**config.mk**
```make
export PLATFORM = sky130hd
export DESIGN_NAME = fsb_status_bus
export DESIGN_NICKNAME = d
export VERILOG_FILES = /design/src/fsb_pkg.sv /design/src/fsb_status_bus.sv
export VERILOG_INCLUDE_DIRS = /design/src
export SDC_FILE = /design/constraint.sdc
export NUM_CORES = 1
export LEC_CHECK = 0
export BUFFER_PORTS_ARGS = -buffer_cell sky130_fd_sc_hd__buf_2
export CAP_MARGIN = 10
export CELL_PAD_IN_SITES_DETAIL_PLACEMENT = 1
export CELL_PAD_IN_SITES_GLOBAL_PLACEMENT = 2
export CORE_AREA = 2 2 169 212
export CTS_BUF_LIST = sky130_fd_sc_hd__clkbuf_4 sky130_fd_sc_hd__clkbuf_8 sky130_fd_sc_hd__clkbuf_16
export DETAILED_ROUTE_END_ITERATION = 8
export DIE_AREA = 0 0 171 214
export PLACE_DENSITY = 0.86
export SETUP_SLACK_MARGIN = 0.4
export SLEW_MARGIN = 15
export SYNTH_ARGS = -nofsm -noshare
export SYNTH_HDL_FRONTEND = slang
export SYNTH_SLANG_ARGS = --single-unit
```
**constraint.sdc**
```tcl
create_clock -name mclk -period 3.25 [get_ports mclk]
set_input_delay 0.65 -clock mclk [delete_from_list [all_inputs] [get_ports mclk]]
set_output_delay 0.65 -clock mclk [all_outputs]
set_load 0.02 [all_outputs]
```
**src/fsb_defines.svh**
```systemverilog
// Timing constants and field positions for the fault status bus block
`ifndef FSB_DEFINES_SVH
`define FSB_DEFINES_SVH

// ----------------------------------------------------------------------
// Clock
// ----------------------------------------------------------------------
`define FSB_CLK_KHZ          40000
// ----------------------------------------------------------------------
// Times in microseconds
// ----------------------------------------------------------------------
`define FSB_BIT_LOW_US       10
`define FSB_ONE_HIGH_US      40
`define FSB_ZERO_HIGH_US     10
`define FSB_STEADY_US        80
`define FSB_IDLE_US          160
`define FSB_QUERY_US         160
`define FSB_LATCH_CLR_US     320
`define FSB_ID1_US           40
`define FSB_ID2_US           60
`define FSB_ID3_US           80
`define FSB_TOL_US           40
`define FSB_INHIBIT_US       2
// ----------------------------------------------------------------------
// Cycle counts derived from the clock
// ----------------------------------------------------------------------
`define FSB_CYC(us)          (((us) * `FSB_CLK_KHZ) / 1000)
// ----------------------------------------------------------------------
// Status word layout
// ----------------------------------------------------------------------
`define FSB_WORD_W           7
`define FSB_FRAME_W          8
`define FSB_ID_SEL_W         2
`define FSB_ID_SEL_1         2'h0
`define FSB_ID_SEL_2         2'h1
`define FSB_ID_SEL_3         2'h2
`define FSB_FIFO_DEPTH       16

`endif

```
**src/fsb_pkg.sv**
```systemverilog
// Types shared by the fault status bus block
package fsb_pkg;
    typedef enum logic [2:0] {
        FSB_IDLE_WAIT = 3'h0,
        FSB_ARB_LOW   = 3'h1,
        FSB_ARB_CHECK = 3'h2,
        FSB_BIT_HIGH  = 3'h3,
        FSB_BIT_LOW   = 3'h4,
        FSB_HOLDOFF   = 3'h5
    } fsb_tx_e;
    typedef logic [31:0] fsb_cnt_t;
endpackage

```
**src/fsb_status_bus.sv**
```systemverilog
// Fault status bus transmitter, command receiver and error flag logic
`timescale 1ns/10ps
`include "fsb_defines.svh"

// ----------------------------------------------------------------------
// Status word FIFO
// ----------------------------------------------------------------------
module fsb_fifo #(
    parameter int WIDTH = `FSB_WORD_W,
    parameter int DEPTH = `FSB_FIFO_DEPTH
) (
    input  wire logic             mclk,
    input  wire logic             rst_n,
    input  wire logic             flush,
    input  wire logic             in_valid,
    output logic                  in_ready,
    input  wire logic [WIDTH-1:0] in_data,
    output logic                  out_valid,
    input  wire logic             out_ready,
    output logic      [WIDTH-1:0] out_data
);
    localparam int AW = $clog2(DEPTH);
    initial begin
        if (DEPTH < 2 || (1 << AW) != DEPTH)
            $error("fsb_fifo: DEPTH must be a power of two >= 2");
    end
    logic [WIDTH-1:0] mem [DEPTH];
    logic [AW:0]      wr_ptr;
    logic [AW:0]      rd_ptr;
    logic [AW:0]      next_wr_ptr;
    logic [AW:0]      next_rd_ptr;
    logic             push;
    logic             pop;

    assign in_ready  = (wr_ptr - rd_ptr) != (AW+1)'(DEPTH);
    assign out_valid = wr_ptr != rd_ptr;
    assign push      = in_valid && in_ready;
    assign pop       = out_valid && out_ready;

    always_comb begin
        next_wr_ptr = wr_ptr;
        next_rd_ptr = rd_ptr;
        if (flush) begin
            next_rd_ptr = wr_ptr;
        end else begin
            if (push)
                next_wr_ptr = wr_ptr + (AW+1)'(1);
            if (pop)
                next_rd_ptr = rd_ptr + (AW+1)'(1);
        end
    end

    always_ff @(posedge mclk or negedge rst_n) begin
        if (!rst_n) begin
            wr_ptr   <= '0;
            rd_ptr   <= '0;
            out_data <= '0;
        end else begin
            wr_ptr   <= next_wr_ptr;
            rd_ptr   <= next_rd_ptr;
            // Bypass a word written into the slot about to be shown
            out_data <= (push && !flush && next_rd_ptr == wr_ptr)
                        ? in_data : mem[next_rd_ptr[AW-1:0]];
        end
    end

    always_ff @(posedge mclk) begin
        if (push && !flush)
            mem[wr_ptr[AW-1:0]] <= in_data;
    end
endmodule // fsb_fifo

module fsb_status_bus #(
    parameter int FIFO_DEPTH = `FSB_FIFO_DEPTH
) (
    input  wire logic                     mclk,
    input  wire logic                     rst_n,
    input  wire logic                     power_up_done,
    input  wire logic [`FSB_ID_SEL_W-1:0] id_strap,
    input  wire logic [`FSB_WORD_W-1:0]   fault_status,
    input  wire logic                     ls_shutdown_only,
    input  wire logic                     status_line_in,
    output logic                          status_line_out,
    output logic                          status_line_oe,
    input  wire logic                     overvoltage_trip,
    input  wire logic                     overvoltage_release,
    input  wire logic                     over_temp_shutdown,
    input  wire logic                     over_temp_restart,
    input  wire logic                     hysteretic_temp_cfg,
    input  wire logic                     sustained_over_current,
    input  wire logic                     latching_oc_cfg,
    input  wire logic                     error_flag_line_in,
    output logic                          error_flag_line_out,
    output logic                          error_flag_line_oe,
    output logic                          switching_inhibit,
    output logic                          power_up_request,
    output logic                          update_dropped
);
    import fsb_pkg::*;

    // ------------------------------------------------------------------
    // Timing
    // ------------------------------------------------------------------
    localparam fsb_cnt_t BIT_LOW_CYC  = `FSB_CYC(`FSB_BIT_LOW_US);
    localparam fsb_cnt_t ONE_CYC      = `FSB_CYC(`FSB_ONE_HIGH_US);
    localparam fsb_cnt_t ZERO_CYC     = `FSB_CYC(`FSB_ZERO_HIGH_US);
    localparam fsb_cnt_t STEADY_CYC   = `FSB_CYC(`FSB_STEADY_US);
    localparam fsb_cnt_t IDLE_CYC     = `FSB_CYC(`FSB_IDLE_US);
    localparam fsb_cnt_t QUERY_CYC    = `FSB_CYC(`FSB_QUERY_US);
    localparam fsb_cnt_t LCLR_CYC     = `FSB_CYC(`FSB_LATCH_CLR_US);
    localparam fsb_cnt_t TOL_CYC      = `FSB_CYC(`FSB_TOL_US);
    localparam fsb_cnt_t INHIBIT_CYC  = `FSB_CYC(`FSB_INHIBIT_US);
    localparam fsb_cnt_t CHECK_CYC    = BIT_LOW_CYC;

    initial begin
        if (FIFO_DEPTH < 2)
            $error("fsb_status_bus: FIFO_DEPTH too small");
    end

    function automatic logic odd_parity(input logic [`FSB_WORD_W-1:0] w);
        return ~(^w);
    endfunction

    // ------------------------------------------------------------------
    // Power-up capture and mission mode
    // ------------------------------------------------------------------
    logic     mission;
    logic     next_mission;
    fsb_cnt_t id_cyc;
    fsb_cnt_t next_id_cyc;
    logic     latch_reset_cmd;
    logic     query_cmd;

    always_comb begin
        next_mission = mission;
        next_id_cyc  = id_cyc;
        if (latch_reset_cmd) begin
            next_mission = 1'b0;
        end else if (power_up_done && !mission) begin
            next_mission = 1'b1;
            unique case (id_strap)
                `FSB_ID_SEL_1: next_id_cyc = `FSB_CYC(`FSB_ID1_US);
                `FSB_ID_SEL_2: next_id_cyc = `FSB_CYC(`FSB_ID2_US);
                default:       next_id_cyc = `FSB_CYC(`FSB_ID3_US);
            endcase
        end
    end

    always_ff @(posedge mclk or negedge rst_n) begin
        if (!rst_n) begin
            mission <= 1'b0;
            id_cyc  <= `FSB_CYC(`FSB_ID3_US);
        end else begin
            mission <= next_mission;
            id_cyc  <= next_id_cyc;
        end
    end

    // ------------------------------------------------------------------
    // Change detection into the FIFO
    // ------------------------------------------------------------------
    logic [`FSB_WORD_W-1:0] last_status;
    logic [`FSB_WORD_W-1:0] next_last_status;
    logic [`FSB_WORD_W-1:0] push_word;
    logic                   push_valid;
    logic                   push_ready;
    logic                   ready_pending;
    logic                   next_ready_pending;
    logic                   query_pending;
    logic                   next_query_pending;
    logic                   changed;

    assign changed = (fault_status != last_status) && !ls_shutdown_only;

    always_comb begin
        next_last_status   = last_status;
        next_ready_pending = ready_pending;
        next_query_pending = query_pending;
        push_valid         = 1'b0;
        push_word          = fault_status;
        if (query_cmd)
            next_query_pending = 1'b1;
        if (latch_reset_cmd) begin
            next_last_status   = '0;
            next_ready_pending = 1'b1;
            next_query_pending = 1'b0;
        end else if (mission) begin
            if (ready_pending) begin
                push_valid = 1'b1;
                push_word  = '0;
                if (push_ready)
                    next_ready_pending = 1'b0;
            end else if (changed || query_pending) begin
                push_valid = 1'b1;
                if (push_ready) begin
                    next_last_status   = fault_status;
                    next_query_pending = query_cmd;
                end
            end
        end
    end

    always_ff @(posedge mclk or negedge rst_n) begin
        if (!rst_n) begin
            last_status   <= '0;
            ready_pending <= 1'b1;
            query_pending <= 1'b0;
            update_dropped <= 1'b0;
        end else begin
            last_status   <= next_last_status;
            ready_pending <= next_ready_pending;
            query_pending <= next_query_pending;
            update_dropped <= push_valid && !push_ready;
        end
    end

    logic                   pop_valid;
    logic                   pop_ready;
    logic [`FSB_WORD_W-1:0] pop_word;

    fsb_fifo #(
        .WIDTH (`FSB_WORD_W),
        .DEPTH (FIFO_DEPTH)
    ) u_fifo (
        .mclk      (mclk),
        .rst_n     (rst_n),
        .flush     (latch_reset_cmd),
        .in_valid  (push_valid),
        .in_ready  (push_ready),
        .in_data   (push_word),
        .out_valid (pop_valid),
        .out_ready (pop_ready),
        .out_data  (pop_word)
    );

    // ------------------------------------------------------------------
    // Transmitter
    // ------------------------------------------------------------------
    fsb_tx_e                 state;
    fsb_tx_e                 next_state;
    fsb_cnt_t                cnt;
    fsb_cnt_t                next_cnt;
    logic [`FSB_FRAME_W-1:0] frame;
    logic [`FSB_FRAME_W-1:0] next_frame;
    logic [3:0]              bit_idx;
    logic [3:0]              next_bit_idx;
    logic                    drive_low;
    logic                    next_drive_low;

    always_comb begin
        next_state     = state;
        next_cnt       = cnt + 32'h1;
        next_frame     = frame;
        next_bit_idx   = bit_idx;
        next_drive_low = 1'b0;
        pop_ready      = 1'b0;
        unique case (state)
            FSB_IDLE_WAIT: begin
                if (!status_line_in)
                    next_cnt = '0;
                else if (cnt >= STEADY_CYC && pop_valid && mission) begin
                    pop_ready      = 1'b1;
                    next_frame     = {odd_parity(pop_word), pop_word};
                    next_state     = FSB_ARB_LOW;
                    next_cnt       = '0;
                    next_drive_low = 1'b1;
                end
            end
            FSB_ARB_LOW: begin
                next_drive_low = 1'b1;
                if (cnt >= id_cyc - 32'h1) begin
                    next_drive_low = 1'b0;
                    next_state     = FSB_ARB_CHECK;
                    next_cnt       = '0;
                end
            end
            FSB_ARB_CHECK: begin
                if (cnt >= 32'h1 && !status_line_in) begin
                    next_state = FSB_IDLE_WAIT;
                    next_cnt   = '0;
                end else if (cnt >= CHECK_CYC) begin
                    next_state   = FSB_BIT_HIGH;
                    next_cnt     = '0;
                    next_bit_idx = '0;
                end
            end
            FSB_BIT_HIGH: begin
                if (cnt >= (frame[bit_idx[2:0]] ? ONE_CYC : ZERO_CYC)
                        - 32'h1) begin
                    next_state     = FSB_BIT_LOW;
                    next_cnt       = '0;
                    next_drive_low = 1'b1;
                end
            end
            FSB_BIT_LOW: begin
                next_drive_low = 1'b1;
                if (cnt >= BIT_LOW_CYC - 32'h1) begin
                    next_drive_low = 1'b0;
                    next_cnt       = '0;
                    if (bit_idx == 4'(`FSB_FRAME_W - 1)) begin
                        next_state = FSB_HOLDOFF;
                    end else begin
                        next_bit_idx = bit_idx + 4'h1;
                        next_state   = FSB_BIT_HIGH;
                    end
                end
            end
            FSB_HOLDOFF: begin
                if (cnt >= IDLE_CYC - 32'h1) begin
                    next_state = FSB_IDLE_WAIT;
                    next_cnt   = STEADY_CYC;
                end
            end
            default: begin
                next_state = FSB_IDLE_WAIT;
                next_cnt   = '0;
            end
        endcase
        if (latch_reset_cmd) begin
            next_state     = FSB_IDLE_WAIT;
            next_cnt       = '0;
            next_drive_low = 1'b0;
        end
    end

    always_ff @(posedge mclk or negedge rst_n) begin
        if (!rst_n) begin
            state     <= FSB_IDLE_WAIT;
            cnt       <= '0;
            frame     <= '0;
            bit_idx   <= '0;
            drive_low <= 1'b0;
        end else begin
            state     <= next_state;
            cnt       <= next_cnt;
            frame     <= next_frame;
            bit_idx   <= next_bit_idx;
            drive_low <= next_drive_low;
        end
    end

    assign status_line_out = 1'b0;
    assign status_line_oe  = drive_low;

    // ------------------------------------------------------------------
    // Command receiver: measures foreign low pulses
    // ------------------------------------------------------------------
    fsb_cnt_t low_cnt;
    fsb_cnt_t next_low_cnt;
    logic     line_prev;

    always_comb begin
        next_low_cnt    = low_cnt;
        query_cmd       = 1'b0;
        latch_reset_cmd = 1'b0;
        if (!status_line_in && !drive_low) begin
            if (low_cnt != 32'hFFFFFFFF)
                next_low_cnt = low_cnt + 32'h1;
        end else begin
            next_low_cnt = '0;
            if (!line_prev && mission && low_cnt != 32'h0) begin
                if (low_cnt >= QUERY_CYC - TOL_CYC
                        && low_cnt <= QUERY_CYC + TOL_CYC)
                    query_cmd = 1'b1;
                else if (low_cnt >= LCLR_CYC - TOL_CYC
                        && low_cnt <= LCLR_CYC + TOL_CYC)
                    latch_reset_cmd = 1'b1;
            end
        end
    end

    always_ff @(posedge mclk or negedge rst_n) begin
        if (!rst_n) begin
            low_cnt   <= '0;
            line_prev <= 1'b1;
        end else begin
            low_cnt   <= next_low_cnt;
            line_prev <= status_line_in || drive_low;
        end
    end

    assign power_up_request = latch_reset_cmd;

    // ------------------------------------------------------------------
    // Error flag
    // ------------------------------------------------------------------
    logic     ov_flag;
    logic     ot_flag;
    logic     oc_flag;
    logic     ef_prev;
    logic     ef_rise;
    logic     next_ov_flag;
    logic     next_ot_flag;
    logic     next_oc_flag;
    fsb_cnt_t inh_cnt;
    fsb_cnt_t next_inh_cnt;
    logic     next_inhibit;

    assign ef_rise = error_flag_line_in && !ef_prev;

    always_comb begin
        next_ov_flag = ov_flag;
        if (overvoltage_trip)
            next_ov_flag = 1'b1;
        else if (overvoltage_release)
            next_ov_flag = 1'b0;
        next_ot_flag = ot_flag;
        if (over_temp_shutdown)
            next_ot_flag = 1'b1;
        else if (ef_rise || latch_reset_cmd
                || (hysteretic_temp_cfg && over_temp_restart))
            next_ot_flag = 1'b0;
        next_oc_flag = oc_flag;
        if (sustained_over_current && latching_oc_cfg)
            next_oc_flag = 1'b1;
        else if (ef_rise || latch_reset_cmd)
            next_oc_flag = 1'b0;
        next_inh_cnt = '0;
        next_inhibit = 1'b0;
        if (!error_flag_line_in) begin
            next_inh_cnt = inh_cnt;
            if (inh_cnt >= INHIBIT_CYC - 32'h1)
                next_inhibit = 1'b1;
            else
                next_inh_cnt = inh_cnt + 32'h1;
        end
    end

    always_ff @(posedge mclk or negedge rst_n) begin
        if (!rst_n) begin
            ov_flag           <= 1'b0;
            ot_flag           <= 1'b0;
            oc_flag           <= 1'b0;
            ef_prev           <= 1'b1;
            inh_cnt           <= '0;
            switching_inhibit <= 1'b0;
        end else begin
            ov_flag           <= next_ov_flag;
            ot_flag           <= next_ot_flag;
            oc_flag           <= next_oc_flag;
            ef_prev           <= error_flag_line_in;
            inh_cnt           <= next_inh_cnt;
            switching_inhibit <= next_inhibit;
        end
    end

    assign error_flag_line_out = 1'b0;
    assign error_flag_line_oe  = ov_flag || ot_flag || oc_flag;
endmodule // fsb_status_bus

```
==> results.sh <==
export IMPL_period_needed_ns=3.29
export IMPL_drv_slew=0
export IMPL_wl_per_cell_um=20.3
export IMPL_cpPeakStageDelay_ns=0.57
export IMPL_htreeDepth=1
export IMPL_crit_slowest_cell="or4_4"
export IMPL_drtPass1Iterations=5
export IMPL_cts_hold_buf=0
export IMPL_yosysSeqAreaShare=0.540
export IMPL_syn_inst=1170
export IMPL_cts_clk_slew_worst_paths_ns=0.06
export IMPL_overflow=0
export IMPL_syn_area_per_cell_um2=11.3
export IMPL_max_freq_mhz=304
export IMPL_p_per_area_nw_per_um2=502
export IMPL_synth_fa_ha_area_frac=0.0481
export IMPL_yosys_most_used_dff="dfrtp_1"
export IMPL_crit_buf_inv=3
export IMPL_final_nets=1403
export IMPL_clk_latency_ns=0.57
export IMPL_drive_gt1_frac=0.288
export IMPL_vias=9680
export IMPL_synth_edf_count=112
export IMPL_syn2layout_area_growth_pct=27.9
export IMPL_critPathLaunchType="flop"
export IMPL_ant_nets=0
export IMPL_irDropWorstVdd_mv=0.498
export IMPL_violations="negative setup slack"
export IMPL_synth_top_family_by_area="simple AND/OR/NAND/NOR gates"
export IMPL_hold_violations=0
export IMPL_setup_viol=1
export IMPL_status="finished, violations left"
export IMPL_grt_pass1_wl_mm=58.0
export IMPL_core_um2=34400
export IMPL_tightest_slew_ns=0.753
export IMPL_grt_pass1_vias=10700
export IMPL_required_ns=3.70
export IMPL_fin_crit_sh=1.01
export IMPL_hold_path_class="in2async"
export IMPL_start_util=0.386
export IMPL_vias_per_cell=5.32
export IMPL_netlist_area_um2=13300
export IMPL_worstSetupEndpointType="flop"
export IMPL_max_cap_violations=0
export IMPL_first_iter_violations=429
export IMPL_clkSinkCount=264
export IMPL_path_delay_family="compound AO/OA/AOI/OAI gates"
export IMPL_cts_tree="built"
export IMPL_finClkSkew_ns=0.0219
export IMPL_rows=76
export IMPL_synthDistinctLibCells=79
export IMPL_p_leak_nw=6.88
export IMPL_slew_headroom=0.498
export IMPL_synth_mux_area_frac=0.0772
export IMPL_cp_cell_sequence="or4_4, o21bai_4, o31a_1, nand3_2, a31oi_4, buf_12, buf_12, buf_4, mux2i_1, mux2i_1, o22ai_1, o31ai_2"
export IMPL_root_buffer="clkbuf_16"
export IMPL_synth_seq_cells=264
export IMPL_antenna_cells=0
export IMPL_cts_buffers=30
export IMPL_drc=0
export IMPL_antenna_found_initial=0
export IMPL_synth_compound_gate_area_share=0.0753
export IMPL_ys_warn_count=0
export IMPL_synth_simple_gate_area_share=0.171
export IMPL_p_total_mw=8.52
export IMPL_finish_utilization=0.493
export IMPL_grt_start_max_net_pins=79
export IMPL_die_x_um=171
export IMPL_fin_cells=1821
export IMPL_gp_congestion=0.813
export IMPL_synthArstFlopShare=0.576
export IMPL_cp_max_fo=7
export IMPL_pin_count=29
export IMPL_worstSetupPathType="reg2reg"
export IMPL_die_h_um=214
export IMPL_io_buffers=26
export IMPL_yosys_area_share_xor_xnor=0.0616
export IMPL_rsz0062_at_grt="yes"
export IMPL_arrival_ns=3.74
export IMPL_cts_buffer_depth=3
export IMPL_hpwl_mm=23.7
export IMPL_dieArea_um2=36600
export IMPL_setup_ws_ns=-0.0365
export IMPL_dp_cells=1708
export IMPL_finalWirelength_mm=37.0
export IMPL_grt_use_total=0.198
synth_stat cells (3+ instances only):
cell,instances,share of area
dfrtp_1,146,0.28
nor2_1,126,0.036
edfxtp_1,112,0.25
mux2i_1,93,0.070
nand2_1,93,0.026
ha_1,51,0.048
xor2_1,48,0.032
xnor2_1,39,0.026
nand3_1,36,0.014
nor3_1,34,0.013
inv_1,31,0.0088
nand4_1,29,0.014
nor2b_1,29,0.014
a21oi_1,27,0.010
and2_1,27,0.013
clkbuf_1,26,0.0074
nor4_1,22,0.010
and3_1,17,0.0080
o21ai_0,17,0.0064
a21o_1,14,0.0079
a211oi_1,9,0.0051
buf_2,9,0.0034
or3_1,9,0.0042
o22ai_1,8,0.0038
buf_6,6,0.0051
dfstp_2,6,0.012
nand2b_1,6,0.0028
o211ai_1,6,0.0034
a31oi_1,5,0.0024
nor3b_1,5,0.0028
o31ai_1,5,0.0028
or2_2,5,0.0024
or4_1,5,0.0028
a311oi_1,4,0.0026
o21a_1,4,0.0023
o31a_1,4,0.0026
mux4_2,3,0.0051
nor4b_1,3,0.0020
o21ai_2,3,0.0020
state kept, by name, summed over array words and instances (netlist names), 3 cells and up:
signal	flops
u_fifo.wr_ptr	5
low_cnt	32
last_status	7
state	3
cnt	32
bit_idx	4
inh_cnt	32
u_fifo.mem	112
id_cyc	6
u_fifo.out_data	7
u_fifo.rd_ptr	5
frame	8
routing by layer:
layer	track usage	wire, um	vias up
li1	-	-	4528
met2	0.361	19600	170
met3	0.0275	1150	74
met4	0.0573	1340	0
met5	0	0	-
met1	0.242	14900	4908
worst reg2reg max path: stages (launching register included):
cell	delay [ns]
dfrtp_1	0.38
or4_4	0.57
o21bai_4	0.22
o31a_1	0.33
nand3_2	0.14
a31oi_4	0.11
buf_12	0.17
buf_12	0.15
buf_4	0.14
mux2i_1	0.12
mux2i_1	0.36
o22ai_1	0.20
o31ai_2	0.29
final cells by class:
cell class	instances	area, um2
clock buffers	40	843
flip-flops and latches	264	7180
multi-input cells	831	6580
well taps	468	586
inverters	32	130
fillers	3667	17400
clock inverters	15	103
repair buffers	171	1560
metrics by stage:
stage               area [um2]  worst slack, ns  hold slack (ns)  setup TNS, ns
global placement         14600           0.0171            0.460              0
finish                   17000          -0.0365            0.131        -0.0365
floorplan                13400            0.249            0.354              0
global route             17000           -0.105            0.183          -1.23
detailed placement       14600          -0.0682            0.470          -1.05
CTS                      16300           0.0344            0.148              0
path summary, 6_finish.rpt:
| kind | cells past startpoint | slack [ns] | from | to |
|---|---|---|---|---|
| setup / recovery | 12 | -0.04 | cnt[14] | u_fifo.out_data[5] |
| hold / removal | 1 | 0.13 | rst_n | cnt[13] |
| setup reg to reg | 12 | -0.04 | cnt[14] | u_fifo.out_data[5] |
| hold reg to reg | 2 | 0.48 | frame[3] | frame[3] |
| max in group asynchronous | 2 | 2.30 | rst_n | line_prev |
| min in group mclk | 2 | 0.25 | id_strap[0] | id_cyc[10] |
kinds of logic (layout without fill, tap and decap cells):
family                   after synthesis  in the layout
multiplexers                          98             98
buffers and inverters                 76            258
other                                  1              2
adder cells (fa/ha/maj)               51             51
flip-flops                           264            264
AO/OA/AOI/OAI                        133            133
AND/OR/NAND/NOR                      457            457
XOR/XNOR                              90             90
power by group:
part,leakage (nW),total [mW],internal (mW),switching [mW]
clock network,0.472,3.26,1.89,1.37
logic,3.38,1.42,0.590,0.825
registers,3.03,3.84,3.72,0.113
total,6.88,8.52,6.21,2.31
cell usage in the layout, fill, tap and decap left out, drive strengths merged, types with 5 or more instances in the layout:
cell / instances
a211oi: 10
a21o: 14
a21oi: 27
a31oi: 7
and2: 27
and3: 17
buf: 169
clkbuf: 42
clkinv: 12
dfrtp: 146
dfstp: 6
edfxtp: 112
ha: 51
inv: 33
mux2i: 93
nand2: 93
nand2b: 6
nand3: 37
nand4: 29
nor2: 128
nor2b: 29
nor3: 34
nor3b: 5
nor4: 22
o211ai: 7
o21ai: 20
o22ai: 8
o31ai: 6
or2: 7
or3: 9
or4: 6
xnor2: 40
xor2: 49
what timing repair did:
item | CTS | global route
resized for setup | 112 | 113
gates cloned | 3 | 2
buffers inserted | 30 | 23
pin swaps | 25 | 17
setup endpoints to repair | 215 | 252
Note: power is estimated with default switching activity, not from simulation.
